## config.mk

```make
export PLATFORM = sky130hd
export DESIGN_NAME = ism_status_mirror
export DESIGN_NICKNAME = d
export VERILOG_FILES = /design/src/design/ism_pkg.sv /design/src/design/ism_flag_cell.sv /design/src/design/ism_read_port.sv /design/src/design/ism_status_mirror.sv
export SDC_FILE = /design/constraint.sdc
export NUM_CORES = 1
export LEC_CHECK = 0
export ABC_CLOCK_PERIOD_IN_PS = 1600
export BUFFER_PORTS_ARGS = -buffer_cell sky130_fd_sc_hd__buf_4
export CAP_MARGIN = 25
export CORE_MARGIN = 1
export CORE_UTILIZATION = 35
export CTS_CLUSTER_DIAMETER = 60
export DETAILED_ROUTE_END_ITERATION = 16
export GPL_ROUTABILITY_DRIVEN = 0
export PLACE_DENSITY = 0.75
export RECOVER_POWER = 100
export SLEW_MARGIN = 20
export SYNTH_ARGS = -nofsm -noshare
export SYNTH_HDL_FRONTEND = slang
export SYNTH_SLANG_ARGS = --single-unit
```

## constraint.sdc

```tcl
create_clock -name core_clk_in -period 1.6 [get_ports core_clk_in]
set_input_delay 0.32 -clock core_clk_in [delete_from_list [all_inputs] [get_ports core_clk_in]]
set_output_delay 0.32 -clock core_clk_in [all_outputs]
set_load 0.005 [all_outputs]
```

## src/design/ism_pkg.sv

```systemverilog
// Constants for the mirrored interrupt status register.
// Assumes a register access path elsewhere supplies 8-bit addresses.
package ism_pkg;
	localparam int             ISM_DATA_W        = 8;
	localparam int             ISM_ADDR_W        = 8;
	localparam logic [7:0]     ISM_MIRROR_OFFSET = 8'h4c;
	localparam logic [7:0]     ISM_MIRROR_RESET  = 8'h00;
	localparam logic [7:0]     ISM_RDATA_IDLE    = 8'h00;
	localparam int             ISM_BIT_INT_TEMP  = 0;
	localparam int             ISM_BIT_REM_TWO   = 1;
	localparam int             ISM_BIT_DIODE_TWO = 2;
	localparam int             ISM_BIT_RESERVED  = 3;
	localparam int             ISM_BIT_GEN_INPUT = 4;
	localparam int             ISM_BIT_REM_ONE   = 5;
	localparam int             ISM_BIT_THERMAL_OVERLOAD_LINE     = 6;
	localparam int             ISM_BIT_DIODE_ONE = 7;
	localparam logic           ISM_RESERVED_VAL  = 1'b0;

	typedef enum logic [1:0] {
		ISM_ACC_NONE,
		ISM_ACC_READ,
		ISM_ACC_WRITE
	} ism_access_t;
endpackage : ism_pkg

```

## src/design/ism_flag_cell.sv

```systemverilog
// One status bit storage cell with synchronous clear.
// Assumes a single clock and an active low synchronous reset.
`timescale 1ns/100ps
module ism_flag_cell #(
	parameter int            WIDTH     = 1,
	parameter logic [WIDTH-1:0] RESET_VAL = '0
) (
	input  wire logic             core_clk_in,
	input  wire logic             resetn_in,
	input  wire logic [WIDTH-1:0] flag_next_in,
	output logic      [WIDTH-1:0] flag_reg_out
);
	always_ff @(posedge core_clk_in)
	begin
		if (!resetn_in)
			flag_reg_out <= RESET_VAL;
		else
			flag_reg_out <= flag_next_in;
	end
endmodule : ism_flag_cell

```

## src/design/ism_read_port.sv

```systemverilog
// Registered read port for one read-only register.
// Assumes read and write strobes are one-cycle pulses, never both at once.
`timescale 1ns/100ps
module ism_read_port
#(
	parameter int                   DATA_W = ism_pkg::ISM_DATA_W,
	parameter int                   ADDR_W = ism_pkg::ISM_ADDR_W,
	parameter logic [ADDR_W-1:0]    OFFSET = ism_pkg::ISM_MIRROR_OFFSET
) (
	input  wire logic              core_clk_in,
	input  wire logic              resetn_in,
	input  wire logic [ADDR_W-1:0] reg_addr_in,
	input  wire logic              reg_rd_in,
	input  wire logic [DATA_W-1:0] value_in,
	output logic      [DATA_W-1:0] reg_rdata_out,
	output logic                   reg_rvalid_out
);
	import ism_pkg::*;

	logic hit;

	assign hit = reg_rd_in && (reg_addr_in == OFFSET);

	// Unmapped reads answer with zero data so the bus never sees stale bits
	always_ff @(posedge core_clk_in)
	begin
		if (!resetn_in)
		begin
			reg_rdata_out  <= ISM_RDATA_IDLE;
			reg_rvalid_out <= 1'b0;
		end
		else
		begin
			reg_rdata_out  <= hit ? value_in : ISM_RDATA_IDLE;
			reg_rvalid_out <= reg_rd_in;
		end
	end
endmodule : ism_read_port

```

## src/design/ism_status_mirror.sv

```systemverilog
// Read-only mirror of the interrupt status flags, reached by register address.
// Assumes status levels come from limit and fault logic elsewhere, all
// synchronous to core_clk_in, and that the polarity control comes from the
// configuration register.
`timescale 1ns/100ps
module ism_status_mirror
(
	input  wire logic                           core_clk_in,
	input  wire logic                           resetn_in,
	input  wire logic                           int_temp_limit_in,
	input  wire logic                           remote_one_limit_flag_in,
	input  wire logic                           remote_two_limit_flag_in,
	input  wire logic                           diode_one_fault_in,
	input  wire logic                           diode_two_fault_in,
	input  wire logic                           general_input_pin_in,
	input  wire logic                           input_polarity_flip_in,
	input  wire logic                           thermal_overload_line_n_in,
	input  wire logic                           thermal_overload_line_self_drive_in,
	input  wire logic [ism_pkg::ISM_ADDR_W-1:0] reg_addr_in,
	input  wire logic                           reg_rd_in,
	input  wire logic                           reg_wr_in,
	input  wire logic [ism_pkg::ISM_DATA_W-1:0] reg_wdata_in,
	output logic      [ism_pkg::ISM_DATA_W-1:0] reg_rdata_out,
	output logic                                reg_rvalid_out,
	output logic      [ism_pkg::ISM_DATA_W-1:0] mirror_out
);
	import ism_pkg::*;

	////////////////////////////////////////////////////////////////////////////
	// Access classification

	ism_access_t               access;
	logic                      thermal_overload_line_external;
	logic [ISM_DATA_W-1:0]     mirror_next;
	logic [ISM_DATA_W-1:0]     mirror_reg;
	logic                      past_valid_reg;

	always_comb
	begin
		case ({reg_rd_in, reg_wr_in})
			2'b10:   access = ISM_ACC_READ;
			2'b01:   access = ISM_ACC_WRITE;
			default: access = ISM_ACC_NONE;
		endcase
	end

	////////////////////////////////////////////////////////////////////////////
	// Next value of every mirrored bit

	// The line is shared; our own drive must not count as an external assertion
	assign thermal_overload_line_external = !thermal_overload_line_n_in && !thermal_overload_line_self_drive_in;

	// Write data and strobes deliberately reach nothing here
	always_comb
	begin
		mirror_next                    = ISM_MIRROR_RESET;
		mirror_next[ISM_BIT_INT_TEMP]  = int_temp_limit_in;
		mirror_next[ISM_BIT_REM_TWO]   = remote_two_limit_flag_in;
		mirror_next[ISM_BIT_DIODE_TWO] = diode_two_fault_in;
		mirror_next[ISM_BIT_RESERVED]  = ISM_RESERVED_VAL;
		// Pin level XOR the polarity control, so a read cannot clear it and no history is held
		mirror_next[ISM_BIT_GEN_INPUT] = general_input_pin_in ^ input_polarity_flip_in;
		mirror_next[ISM_BIT_REM_ONE]   = remote_one_limit_flag_in;
		mirror_next[ISM_BIT_THERMAL_OVERLOAD_LINE]     = thermal_overload_line_external;
		mirror_next[ISM_BIT_DIODE_ONE] = diode_one_fault_in;
	end

	////////////////////////////////////////////////////////////////////////////
	// Storage, one cell per bit

	genvar gi;
	generate
		for (gi = 0; gi < ISM_DATA_W; gi++)
		begin : g_cell
			ism_flag_cell #(
				.WIDTH     (1),
				.RESET_VAL (ISM_MIRROR_RESET[gi])
			) u_cell (
				.core_clk_in  (core_clk_in),
				.resetn_in    (resetn_in),
				.flag_next_in (mirror_next[gi]),
				.flag_reg_out (mirror_reg[gi])
			);
		end
	endgenerate

	assign mirror_out = mirror_reg;

	////////////////////////////////////////////////////////////////////////////
	// Register read path

	ism_read_port #(
		.DATA_W (ISM_DATA_W),
		.ADDR_W (ISM_ADDR_W),
		.OFFSET (ISM_MIRROR_OFFSET)
	) u_read (
		.core_clk_in    (core_clk_in),
		.resetn_in      (resetn_in),
		.reg_addr_in    (reg_addr_in),
		.reg_rd_in      (access == ISM_ACC_READ),
		.value_in       (mirror_reg),
		.reg_rdata_out  (reg_rdata_out),
		.reg_rvalid_out (reg_rvalid_out)
	);

	////////////////////////////////////////////////////////////////////////////
	// Checks

	always_ff @(posedge core_clk_in)
	begin
		if (!resetn_in)
			past_valid_reg <= 1'b0;
		else
			past_valid_reg <= 1'b1;
	end

	a_reset_clears_all: assert property (
		@(posedge core_clk_in) $rose(resetn_in) |-> mirror_reg == ISM_MIRROR_RESET)
		else $error("mirror not zero after reset");

	a_int_temp_copy: assert property (
		@(posedge core_clk_in) disable iff (!resetn_in)
		past_valid_reg |-> mirror_reg[ISM_BIT_INT_TEMP] == $past(int_temp_limit_in))
		else $error("bit 0 does not follow internal limit flag");

	a_remote_two_copy: assert property (
		@(posedge core_clk_in) disable iff (!resetn_in)
		past_valid_reg |-> mirror_reg[ISM_BIT_REM_TWO] == $past(remote_two_limit_flag_in))
		else $error("bit 1 does not follow remote two limit");

	a_diode_two_copy: assert property (
		@(posedge core_clk_in) disable iff (!resetn_in)
		past_valid_reg |-> mirror_reg[ISM_BIT_DIODE_TWO] == $past(diode_two_fault_in))
		else $error("bit 2 does not follow diode two fault");

	a_input_polarity: assert property (
		@(posedge core_clk_in) disable iff (!resetn_in)
		past_valid_reg |-> mirror_reg[ISM_BIT_GEN_INPUT] ==
			($past(general_input_pin_in) ^ $past(input_polarity_flip_in)))
		else $error("bit 4 polarity wrong");

	a_input_not_latched: assert property (
		@(posedge core_clk_in) disable iff (!resetn_in)
		past_valid_reg && !general_input_pin_in && !input_polarity_flip_in
		|=> !mirror_reg[ISM_BIT_GEN_INPUT])
		else $error("bit 4 held a past assertion");

	a_read_keeps_input: assert property (
		@(posedge core_clk_in) disable iff (!resetn_in)
		reg_rd_in && !reg_wr_in && mirror_reg[ISM_BIT_GEN_INPUT]
		&& $stable(general_input_pin_in) && $stable(input_polarity_flip_in)
		|=> mirror_reg[ISM_BIT_GEN_INPUT] && reg_rdata_out[ISM_BIT_GEN_INPUT]
			== ($past(reg_addr_in) == ISM_MIRROR_OFFSET))
		else $error("read disturbed bit 4");

	a_remote_one_copy: assert property (
		@(posedge core_clk_in) disable iff (!resetn_in)
		past_valid_reg |-> mirror_reg[ISM_BIT_REM_ONE] == $past(remote_one_limit_flag_in))
		else $error("bit 5 does not follow remote one limit");

	a_thermal_overload_line_external: assert property (
		@(posedge core_clk_in) disable iff (!resetn_in)
		past_valid_reg |-> mirror_reg[ISM_BIT_THERMAL_OVERLOAD_LINE] ==
			(!$past(thermal_overload_line_n_in) && !$past(thermal_overload_line_self_drive_in)))
		else $error("bit 6 wrong for overload line");

	a_diode_one_copy: assert property (
		@(posedge core_clk_in) disable iff (!resetn_in)
		past_valid_reg |-> mirror_reg[ISM_BIT_DIODE_ONE] == $past(diode_one_fault_in))
		else $error("bit 7 does not follow diode one fault");

	a_write_ignored: assert property (
		@(posedge core_clk_in) disable iff (!resetn_in)
		reg_wr_in && $stable(mirror_next) && past_valid_reg
		|=> $stable(mirror_reg) && !mirror_reg[ISM_BIT_RESERVED])
		else $error("write changed the mirror");

	a_read_answer: assert property (
		@(posedge core_clk_in) disable iff (!resetn_in)
		reg_rd_in && !reg_wr_in && reg_addr_in == ISM_MIRROR_OFFSET
		|=> reg_rvalid_out && reg_rdata_out == $past(mirror_reg))
		else $error("read answer wrong");

	a_reserved_fixed: assert property (
		@(posedge core_clk_in) disable iff (!resetn_in)
		past_valid_reg
		|-> mirror_reg[ISM_BIT_RESERVED] == ISM_RESERVED_VAL)
		else $error("reserved bit 3 moved");

	a_input_follows_pin: assert property (
		@(posedge core_clk_in) disable iff (!resetn_in)
		past_valid_reg && general_input_pin_in && !input_polarity_flip_in
		|=> mirror_reg[ISM_BIT_GEN_INPUT])
		else $error("bit 4 missed a high pin");

	a_inverted_low_input: assert property (
		@(posedge core_clk_in) disable iff (!resetn_in)
		past_valid_reg && !general_input_pin_in && input_polarity_flip_in
		|=> mirror_reg[ISM_BIT_GEN_INPUT])
		else $error("bit 4 missed an inverted low pin");

	a_inverted_high_input: assert property (
		@(posedge core_clk_in) disable iff (!resetn_in)
		past_valid_reg && general_input_pin_in && input_polarity_flip_in
		|=> !mirror_reg[ISM_BIT_GEN_INPUT])
		else $error("bit 4 set for an inverted high pin");

	a_flip_changes_sense: assert property (
		@(posedge core_clk_in) disable iff (!resetn_in)
		past_valid_reg && $changed(input_polarity_flip_in)
		&& $stable(general_input_pin_in)
		|=> $changed(mirror_reg[ISM_BIT_GEN_INPUT]))
		else $error("bit 4 ignored a polarity change");

	a_thermal_overload_line_self_masked: assert property (
		@(posedge core_clk_in) disable iff (!resetn_in)
		past_valid_reg && thermal_overload_line_self_drive_in
		|=> !mirror_reg[ISM_BIT_THERMAL_OVERLOAD_LINE])
		else $error("bit 6 counted our own drive");

	a_thermal_overload_line_line_idle: assert property (
		@(posedge core_clk_in) disable iff (!resetn_in)
		past_valid_reg && thermal_overload_line_n_in
		|=> !mirror_reg[ISM_BIT_THERMAL_OVERLOAD_LINE])
		else $error("bit 6 set with the line idle");

	a_thermal_overload_line_line_active: assert property (
		@(posedge core_clk_in) disable iff (!resetn_in)
		past_valid_reg && !thermal_overload_line_n_in && !thermal_overload_line_self_drive_in
		|=> mirror_reg[ISM_BIT_THERMAL_OVERLOAD_LINE])
		else $error("bit 6 missed an external drive");

	////////////////////////////////////////////////////////////////////////////
	// Reset and read path checks

	a_reset_outputs_idle: assert property (
		@(posedge core_clk_in)
		!resetn_in
		|=> mirror_reg == ISM_MIRROR_RESET && !reg_rvalid_out
			&& reg_rdata_out == ISM_RDATA_IDLE)
		else $error("outputs not cleared by reset");

	a_release_read_idle: assert property (
		@(posedge core_clk_in)
		$rose(resetn_in)
		|-> !reg_rvalid_out && reg_rdata_out == ISM_RDATA_IDLE)
		else $error("read port busy after reset");

	a_read_gets_valid: assert property (
		@(posedge core_clk_in) disable iff (!resetn_in)
		reg_rd_in && !reg_wr_in
		|=> reg_rvalid_out)
		else $error("read strobe not answered");

	a_miss_reads_idle: assert property (
		@(posedge core_clk_in) disable iff (!resetn_in)
		reg_rd_in && !reg_wr_in && reg_addr_in != ISM_MIRROR_OFFSET
		|=> reg_rvalid_out && reg_rdata_out == ISM_RDATA_IDLE)
		else $error("unmapped read returned data");

	a_idle_bus_quiet: assert property (
		@(posedge core_clk_in) disable iff (!resetn_in)
		!(reg_rd_in && !reg_wr_in)
		|=> !reg_rvalid_out && reg_rdata_out == ISM_RDATA_IDLE)
		else $error("answer without a read");

	a_rvalid_from_read: assert property (
		@(posedge core_clk_in) disable iff (!resetn_in)
		reg_rvalid_out
		|-> $past(reg_rd_in) && !$past(reg_wr_in))
		else $error("valid pulse without a read strobe");

	a_idle_data_zero: assert property (
		@(posedge core_clk_in) disable iff (!resetn_in)
		!reg_rvalid_out
		|-> reg_rdata_out == ISM_RDATA_IDLE)
		else $error("read data left standing");

	a_write_no_answer: assert property (
		@(posedge core_clk_in) disable iff (!resetn_in)
		reg_wr_in
		|=> !reg_rvalid_out)
		else $error("write strobe was answered");

	c_read_hit: cover property (
		@(posedge core_clk_in) disable iff (!resetn_in)
		reg_rd_in && reg_addr_in == ISM_MIRROR_OFFSET ##1 reg_rdata_out != ISM_RDATA_IDLE);

	c_flip_set: cover property (
		@(posedge core_clk_in) disable iff (!resetn_in)
		input_polarity_flip_in && !general_input_pin_in ##1 mirror_reg[ISM_BIT_GEN_INPUT]);

	c_thermal_overload_line_ext: cover property (
		@(posedge core_clk_in) disable iff (!resetn_in)
		mirror_reg[ISM_BIT_THERMAL_OVERLOAD_LINE]);

	c_write_seen: cover property (
		@(posedge core_clk_in) disable iff (!resetn_in)
		reg_wr_in && reg_addr_in == ISM_MIRROR_OFFSET && reg_wdata_in != mirror_reg);

	c_rd_wr_clash: cover property (
		@(posedge core_clk_in) disable iff (!resetn_in)
		reg_rd_in && reg_wr_in);
endmodule : ism_status_mirror

```

==> results of run 1 <==
==> metal layers <==
layer	GRT usage	vias to the layer above
met5	0	-
met4	0.121	0
met3	0.0326	2
met2	0.227	18
met1	0.146	177
li1	-	216
==> per-stage QoR <==
| stage | power, mW | cell area (µm²) | std cells | hold slack, ns | setup slack, ns |
|---|---|---|---|---|---|
| 3_5_place_dp | 0.473 | 746 | 93 | 0.433 | 0.150 |
| 5_1_grt | 0.707 | 757 | 97 | 0.183 | 0.370 |
| 2_1_floorplan | 0.433 | 541 | 54 | 0.395 | 0.348 |
| 3_3_place_gp | 0.471 | 746 | 93 | 0.432 | 0.179 |
| 4_1_cts | 0.679 | 772 | 97 | 0.185 | 0.439 |
| 6_report | 0.663 | 757 | 97 | 0.198 | 0.413 |
==> logic make-up after synthesis <==
family | after synthesis | share of synthesized area
and+or+nand+nor | 17 | 0.219
xor gates and xnor gates | 1 | 0.0163
buffers and inverters | 19 | 0.198
other | 1 | 0.00699
DFF | 15 | 0.559
==> worst register-to-register path: stages, from the launching register on <==
cell	delay (ns)
dfxtp_1	0.35
inv_1	0.05
nor4_1	0.28
==> registers in the layout, summed over array words and instances (netlist names) <==
register                    cells
g_cell.u_cell.flag_reg_out      7
u_read.reg_rvalid_out           1
u_read.reg_rdata_out            7
==> worst min-delay path by stage <==
| stage | slack (ns) | depth (start not counted) | to | startpoint |
|---|---|---|---|---|
| 2_1_floorplan | 0.40 | 1 | g_cell[6].u_cell.flag_reg_out | thermal_overload_line_self_drive_in |
| 3_3_place_gp | 0.43 | 2 | u_read.reg_rdata_out[2] | g_cell[2].u_cell.flag_reg_out |
| 3_5_place_dp | 0.43 | 2 | u_read.reg_rdata_out[0] | g_cell[0].u_cell.flag_reg_out |
| 4_1_cts | 0.19 | 2 | g_cell[6].u_cell.flag_reg_out | thermal_overload_line_self_drive_in |
| 5_1_grt | 0.18 | 2 | g_cell[6].u_cell.flag_reg_out | thermal_overload_line_self_drive_in |
| 6_report | 0.20 | 2 | g_cell[6].u_cell.flag_reg_out | thermal_overload_line_self_drive_in |
==> cells in the final DEF, fill, tap and decap left out <==
cell and count:
clkbuf_1 5, inv_1 8, and2_1 4, clkbuf_4 17, nand4bb_1 1, or4b_1 1
and2_0 2, nand3b_1 1, xor2_1 1, dfxtp_1 15, nor4_1 7, nor3b_1 1
conb_1 2, buf_4 17
==> power by group through the flow <==
stage | combinational [mW] | clock, mW | sequential [mW]
6_report | 0.0706 | 0.203 | 0.389
5_1_grt | 0.0798 | 0.236 | 0.391
4_1_cts | 0.0751 | 0.214 | 0.390
3_5_place_dp | 0.0748 | 0 | 0.398
3_3_place_gp | 0.0731 | 0 | 0.398
2_1_floorplan | 0.0366 | 0 | 0.397
==> layout make-up <==
class                      count  share of cell area
inverter                       8              0.0397
sequential                    15               0.397
clock buffer                   4              0.0347
timing repair buffer          35               0.327
tap                           15              0.0248
multi-input combinational     20               0.177
==> results.toml, run 1 <==
[synthesis]
avgSynthCellArea_um2 = 10.1
yosysTopAreaCell = "dfxtp_1"
synth.top_cell.area_share = 0.559
yosysWarnings = 0
synthArstFlopShare = 0
syn-cell-area_um2 = 537
yosysMostFrequentCell = "dfxtp_1"
synth_edf_count = 0
yosysSeqAreaShare = 0.559
synthTopCellsByCount = "dfxtp_1, buf_4, inv_1, nor4_1, and2_1"
synth_cell_types = 13
synth.area.top_cells = "dfxtp_1, buf_4, nor4_1"
synth-main-ff-cell = "dfxtp_1"
ys_ff_latch = 15
synth_cells = 53

[pwr]
clockPowerShare = 0.306
peakVddDrop_mv = 0.327
seqPwrFrac = 0.587
power.density_nw_per_um2 = 876
leakagePower_nw = 0.351
p_sw_frac = 0.202
pwr-share-comb = 0.107
p_int_uw = 529
switchingPower_uw = 134

[cts]
cts_root_buf = "clkbuf_4"
holdBufCountCts = 0
numClockSinks = 15
cts_buffers = 3
clk_pin_slew_ns = 0.08
cts_tree = "done"
insertion_delay_ns = 0.27
htreeDepth = 1
clk_path_buf_depth = 2
cts_resized = 0
post_cts_buffers = 0

[grt]
track_usage = 0.138
grt_start_max_net_pins = 9
antenna_found_initial = 0
grt_first_pass_wirelength_um = 1490
overflow = 0
grt_pass1_vias = 352

[floorplanning]
dieWidth_um = 41.2
die_h_um = 41.2
die_area_um2 = 1690
coreArea_um2 = 1370
start_util = 0.393
ioPinCount = 46
rows = 13

[critical_path]
reg2regPathDepth = 2
endpoint_kind = "register"
max_stage_delay_ns = 0.65
crit_path_top_delay_cell = "or4b_1"
crit_chain = "clkbuf_4, or4b_1, nor4_1"
path_buf_inv = 1
critPathTopFamily = "simple AND/OR/NAND/NOR gates"
crit_start = "reg_addr_in[5]"
path_depth = 3
cp_data_required_time_ns = 1.78
worst_ep_arrival_time_ns = 1.36
reg2reg_slack_ns = 0.83
worstReg2RegStart = "g_cell[4].u_cell.flag_reg_out"
crit_end = "u_read.reg_rdata_out[4]"
worst-setup-path-type = "primary input to register"
critPathMaxFanout = 7
reg2reg_to = "u_read.reg_rdata_out[4]"
crit_path_start_kind = "primary input"

[sta]
rsz0062_at_grt = "false"
setup_tns_ns = 0
skew_ns = 0.00116
period_needed_ns = 1.19
max_clock_freq_mhz = 842
period_share = 0.742
slew_viol_final = 0
hold_violations = 0
setup_viol_count_final = 0

[cells_and_area]
nets = 112
fin_util = 0.554
multi_input_area_um2 = 134
regArea_um2 = 300
drive_gt1_frac = 0.415
fill_cells = 120
areaGrowthSynthToFinish_pct = 41.0
antenna_cells = 0

[min_path]
min_path_type = "primary input to register"

[routing]
routed_wl_um = 942
dr.pass1.iters = 2
drt-met1-wl_um = 355
met3_length_um = 66
ant_nets = 0
highest-signal-layer = "met4"
viasPerCell = 4.26
detail_route.iter0.violations = 2
route.detailed.drc = 0
wire_per_inst_um = 9.71
met2_length_um = 508
num_vias = 413

[job]
drv_cap = 0

[placement]
portBuffers = 35
hpwl_um = 795

[outcome]
status = "finished, final reports clean"
Power figures use the tool's default switching activity.
==> run 2, diff against run 1 <==
ABC_CLOCK_PERIOD_IN_PS = 1160   (was 1600)
clock period = 1.16 ns   (was 1.6 ns; I/O delays follow)
==> results.toml, run 2 (synthesized netlist as in run 1, its figures left out) <==
[outcome]
status = "finished, final reports clean"

[critical_path]
max_stage_delay_ns = 0.65
crit_path_start_kind = "primary input"
worst-setup-path-type = "primary input to register"
path_buf_inv = 1
critPathTopFamily = "simple AND/OR/NAND/NOR gates"
reg2reg_slack_ns = 0.36
crit_chain = "clkbuf_4, or4b_1, nor4_1"
endpoint_kind = "register"
critPathMaxFanout = 7
worst_ep_arrival_time_ns = 1.30
crit_path_top_delay_cell = "or4b_1"
cp_data_required_time_ns = 1.34

[cts]
cts_root_buf = "clkbuf_4"
cts_resized = 0
clk_path_buf_depth = 2
htreeDepth = 1
insertion_delay_ns = 0.28
numClockSinks = 15
post_cts_buffers = 0
clk_pin_slew_ns = 0.09
cts_tree = "done"
cts_buffers = 3
holdBufCountCts = 0

[sta]
fin_ws_ns = 0.0450
hold_violations = 0
setup_viol_count_final = 0
setup_tns_ns = 0
slew_viol_final = 0
skew_ns = 0.00284
max_clock_freq_mhz = 897
rsz0062_at_grt = "false"
period_share = 0.961
period_needed_ns = 1.11

[grt]
grt_pass1_vias = 313
track_usage = 0.124
grt_first_pass_wirelength_um = 1320
grt_start_max_net_pins = 11
antenna_found_initial = 0
overflow = 0

[floorplanning]
coreArea_um2 = 1370
die_h_um = 41.2
die_area_um2 = 1690
start_util = 0.393
ioPinCount = 46
dieWidth_um = 41.2
rows = 13

[routing]
wire_per_inst_um = 10.1
viasPerCell = 4.10
route.detailed.drc = 0
detail_route.iter0.violations = 3
ant_nets = 0
routed_wl_um = 980
dr.pass1.iters = 3
num_vias = 398

[pwr]
total_power_uw = 938
power.density_nw_per_um2 = 1230
peakVddDrop_mv = 0.619
leakagePower_nw = 0.350

[cells_and_area]
top_regs = "g_cell.u_cell.flag_reg_out x7, u_read.reg_rdata_out x7, u_read.reg_rvalid_out x1"
antenna_cells = 0
fill_cells = 128
nets = 112
fin_cells = 97
drive_gt1_frac = 0.427
final_area_um2 = 761
regArea_um2 = 300
multi_input_area_um2 = 134
areaGrowthSynthToFinish_pct = 41.7
final_cell_mix = "buf_4, clkbuf_4, dfxtp_1"
final_common_cell = "buf_4"

[placement]
portBuffers = 35
placed_cell_area_um2 = 746
pre_cts_ws_ns = -0.248
dp.cells = 93
hpwl_um = 794

[job]
drv_cap = 0

[min_path]
min_path_type = "primary input to register"
run 2: cell count changes in the layout (fill, tap and decap cells not counted), sizes merged:
cell / change
buf: +1
clkinvlp: +1
clkbuf: -2
run 2: metrics by stage:
step	hold WS, ns	util
2_1_floorplan	0.307	-
3_3_place_gp	0.393	0.546
3_5_place_dp	0.404	0.546
4_1_cts	0.0876	0.568
5_1_grt	0.0817	0.557
6_report	0.0988	0.557
run 2: worst paths after layout:
check	from	end	cells past startpoint
hold / removal	thermal_overload_line_n_in	g_cell[6].u_cell.flag_reg_out	2
hold reg to reg	g_cell[4].u_cell.flag_reg_out	u_read.reg_rdata_out[4]	2
setup reg to reg	g_cell[1].u_cell.flag_reg_out	u_read.reg_rdata_out[1]	2
setup / recovery	reg_addr_in[5]	u_read.reg_rdata_out[1]	3
run 2: final cells by class:
type                    count  area share
clock buffers               3      0.0296
clock inverters             1     0.00987
inverters                   8      0.0395
multi-input cells          20       0.176
flip-flops and latches     15       0.395
well taps                  15      0.0247
repair buffers             35       0.326
run 2: routing by layer:
metal	vias to the layer above	track usage	routed length, µm
met2	21	0.191	467
met4	0	0.0484	0
met5	-	0	0
li1	217	-	-
met1	160	0.153	409
met3	0	0.0489	103
run 2: worst register-to-register path, cell delays in order, from the launching register on:
cell,delay [ns]
dfxtp_1,0.36
inv_1,0.04
nor4_1,0.30
run 2: power breakdown:
| group | switching (mW) | internal [mW] | total [mW] | leakage [nW] |
|---|---|---|---|---|
| Combinational | 0.0317 | 0.0684 | 0.100 | 0.214 |
| Sequential | 0.00678 | 0.530 | 0.536 | 0.123 |
| Clock | 0.171 | 0.131 | 0.302 | 0.0139 |
==> run 3, diff against run 2 <==
CELL_PAD_IN_SITES_DETAIL_PLACEMENT = 1   (was default)
CELL_PAD_IN_SITES_GLOBAL_PLACEMENT = 1   (was default)
CORE_UTILIZATION = 24   (was 35)
PLACE_DENSITY = default   (was 0.75)
PLACE_DENSITY_LB_ADDON = 0.1   (was default)
SLEW_MARGIN = 15   (was 20)
==> results.toml, run 3 (synthesized netlist as in run 1, its figures left out) <==
[grt]
track_usage = 0.102
grt_first_pass_wirelength_um = 1720
grt_pass1_vias = 406
grt_start_max_net_pins = 10
antenna_found_initial = 0
overflow = 0

[min_path]
min_path_type = "primary input to register"

[cells_and_area]
final_cell_mix = "clkbuf_4, buf_4, dfxtp_1"
top_regs = "g_cell.u_cell.flag_reg_out x7, u_read.reg_rdata_out x7, u_read.reg_rvalid_out x1"
fin_cells = 110
antenna_cells = 0
areaGrowthSynthToFinish_pct = 46.9
nets = 113
final_common_cell = "clkbuf_4"
drive_gt1_frac = 0.458

[pwr]
leakagePower_nw = 0.366
total_power_uw = 936
power.density_nw_per_um2 = 1190
peakVddDrop_mv = 0.422

[sta]
period_share = 0.943
setup_viol_count_final = 0
fin_hold_ws_ns = 0.0967
setup_tns_ns = 0
skew_ns = 0.000389
rsz0062_at_grt = "false"
period_needed_ns = 1.09
hold_violations = 0
slew_viol_final = 0
max_clock_freq_mhz = 914

[routing]
ant_nets = 0
dr.pass1.iters = 1
viasPerCell = 3.89
wire_per_inst_um = 10.2
routed_wl_um = 1120
route.detailed.drc = 0
detail_route.iter0.violations = 0
num_vias = 428

[cts]
cts_tree = "done"
cts_resized = 0
insertion_delay_ns = 0.28
holdBufCountCts = 0
clk_path_buf_depth = 2
htreeDepth = 1
numClockSinks = 15
cts_buffers = 3
clk_pin_slew_ns = 0.09
cts_root_buf = "clkbuf_4"
post_cts_buffers = 0

[critical_path]
reg2reg_to = "u_read.reg_rdata_out[6]"
max_stage_delay_ns = 0.67
crit_path_top_delay_cell = "or4b_1"
crit_chain = "clkbuf_4, or4b_1, nor4_1"
crit_start = "reg_addr_in[5]"
worstReg2RegStart = "g_cell[6].u_cell.flag_reg_out"
reg2regPathDepth = 2
worst_ep_arrival_time_ns = 1.28
critPathMaxFanout = 7
worst-setup-path-type = "primary input to register"
endpoint_kind = "register"
reg2reg_slack_ns = 0.44
crit_end = "u_read.reg_rdata_out[6]"
cp_data_required_time_ns = 1.35
crit_path_start_kind = "primary input"

[placement]
dp.cells = 106
portBuffers = 35
hpwl_um = 882

[floorplanning]
dieWidth_um = 49.3
start_util = 0.265
die_area_um2 = 2430
coreArea_um2 = 2020
die_h_um = 49.3
ioPinCount = 46
rows = 16

[outcome]
status = "finished, final reports clean"

[job]
drv_cap = 0
==> run 3: per-layer routing <==
metal  part of all wire  global-route usage  wire [µm]  vias to the layer above
met4              0.024               0.103         27                        0
met2               0.45               0.162        510                       22
met5                  0                   0          0                        -
met3              0.082              0.0280         92                        2
met1               0.44               0.105        491                      184
li1                   -                   -          -                      220
==> run 3: stage by stage <==
stage | utilization | cell area (µm²) | worst slack [ns]
floorplan | - | 541 | -0.00368
global placement | 0.380 | 768 | -0.223
detailed placement | 0.380 | 768 | -0.252
CTS | 0.394 | 796 | 0.0507
global route | 0.390 | 788 | 0.0146
finish | 0.390 | 788 | 0.0661
==> run 3: where the power goes <==
part | switching [mW] | leakage [nW] | internal, mW | total, mW
Combinational | 0.0333 | 0.225 | 0.0688 | 0.102
Clock | 0.170 | 0.0177 | 0.128 | 0.298
Sequential | 0.00667 | 0.123 | 0.530 | 0.536
==> run 3: worst min path at each step <==
stage               cells after the start                           startpoint                            end  slack, ns
floorplan                               1  thermal_overload_line_self_drive_in  g_cell[6].u_cell.flag_reg_out       0.31
global placement                        2  thermal_overload_line_self_drive_in  g_cell[6].u_cell.flag_reg_out       0.39
detailed placement                      2  thermal_overload_line_self_drive_in  g_cell[6].u_cell.flag_reg_out       0.39
CTS                                     2  thermal_overload_line_self_drive_in  g_cell[6].u_cell.flag_reg_out       0.09
global route                            2  thermal_overload_line_self_drive_in  g_cell[6].u_cell.flag_reg_out        0.1
finish                                  2  thermal_overload_line_self_drive_in  g_cell[6].u_cell.flag_reg_out        0.1
==> run 3: area by class of cell <==
class	instances	area (µm²)
Clock buffer	3	22.5
Clock inverter	1	5.00
Inverter	8	30.0
Fill cell	251	1230
Tap cell	27	33.8
Multi-Input combinational cell	20	134
Sequential cell	15	300
Timing Repair Buffer	36	263
==> run 3: worst max-delay path, delay by kind of cell <==
kind | cells | cell delay [ns]
simple gates | 2 | 0.94
buf+inv | 1 | 0.10
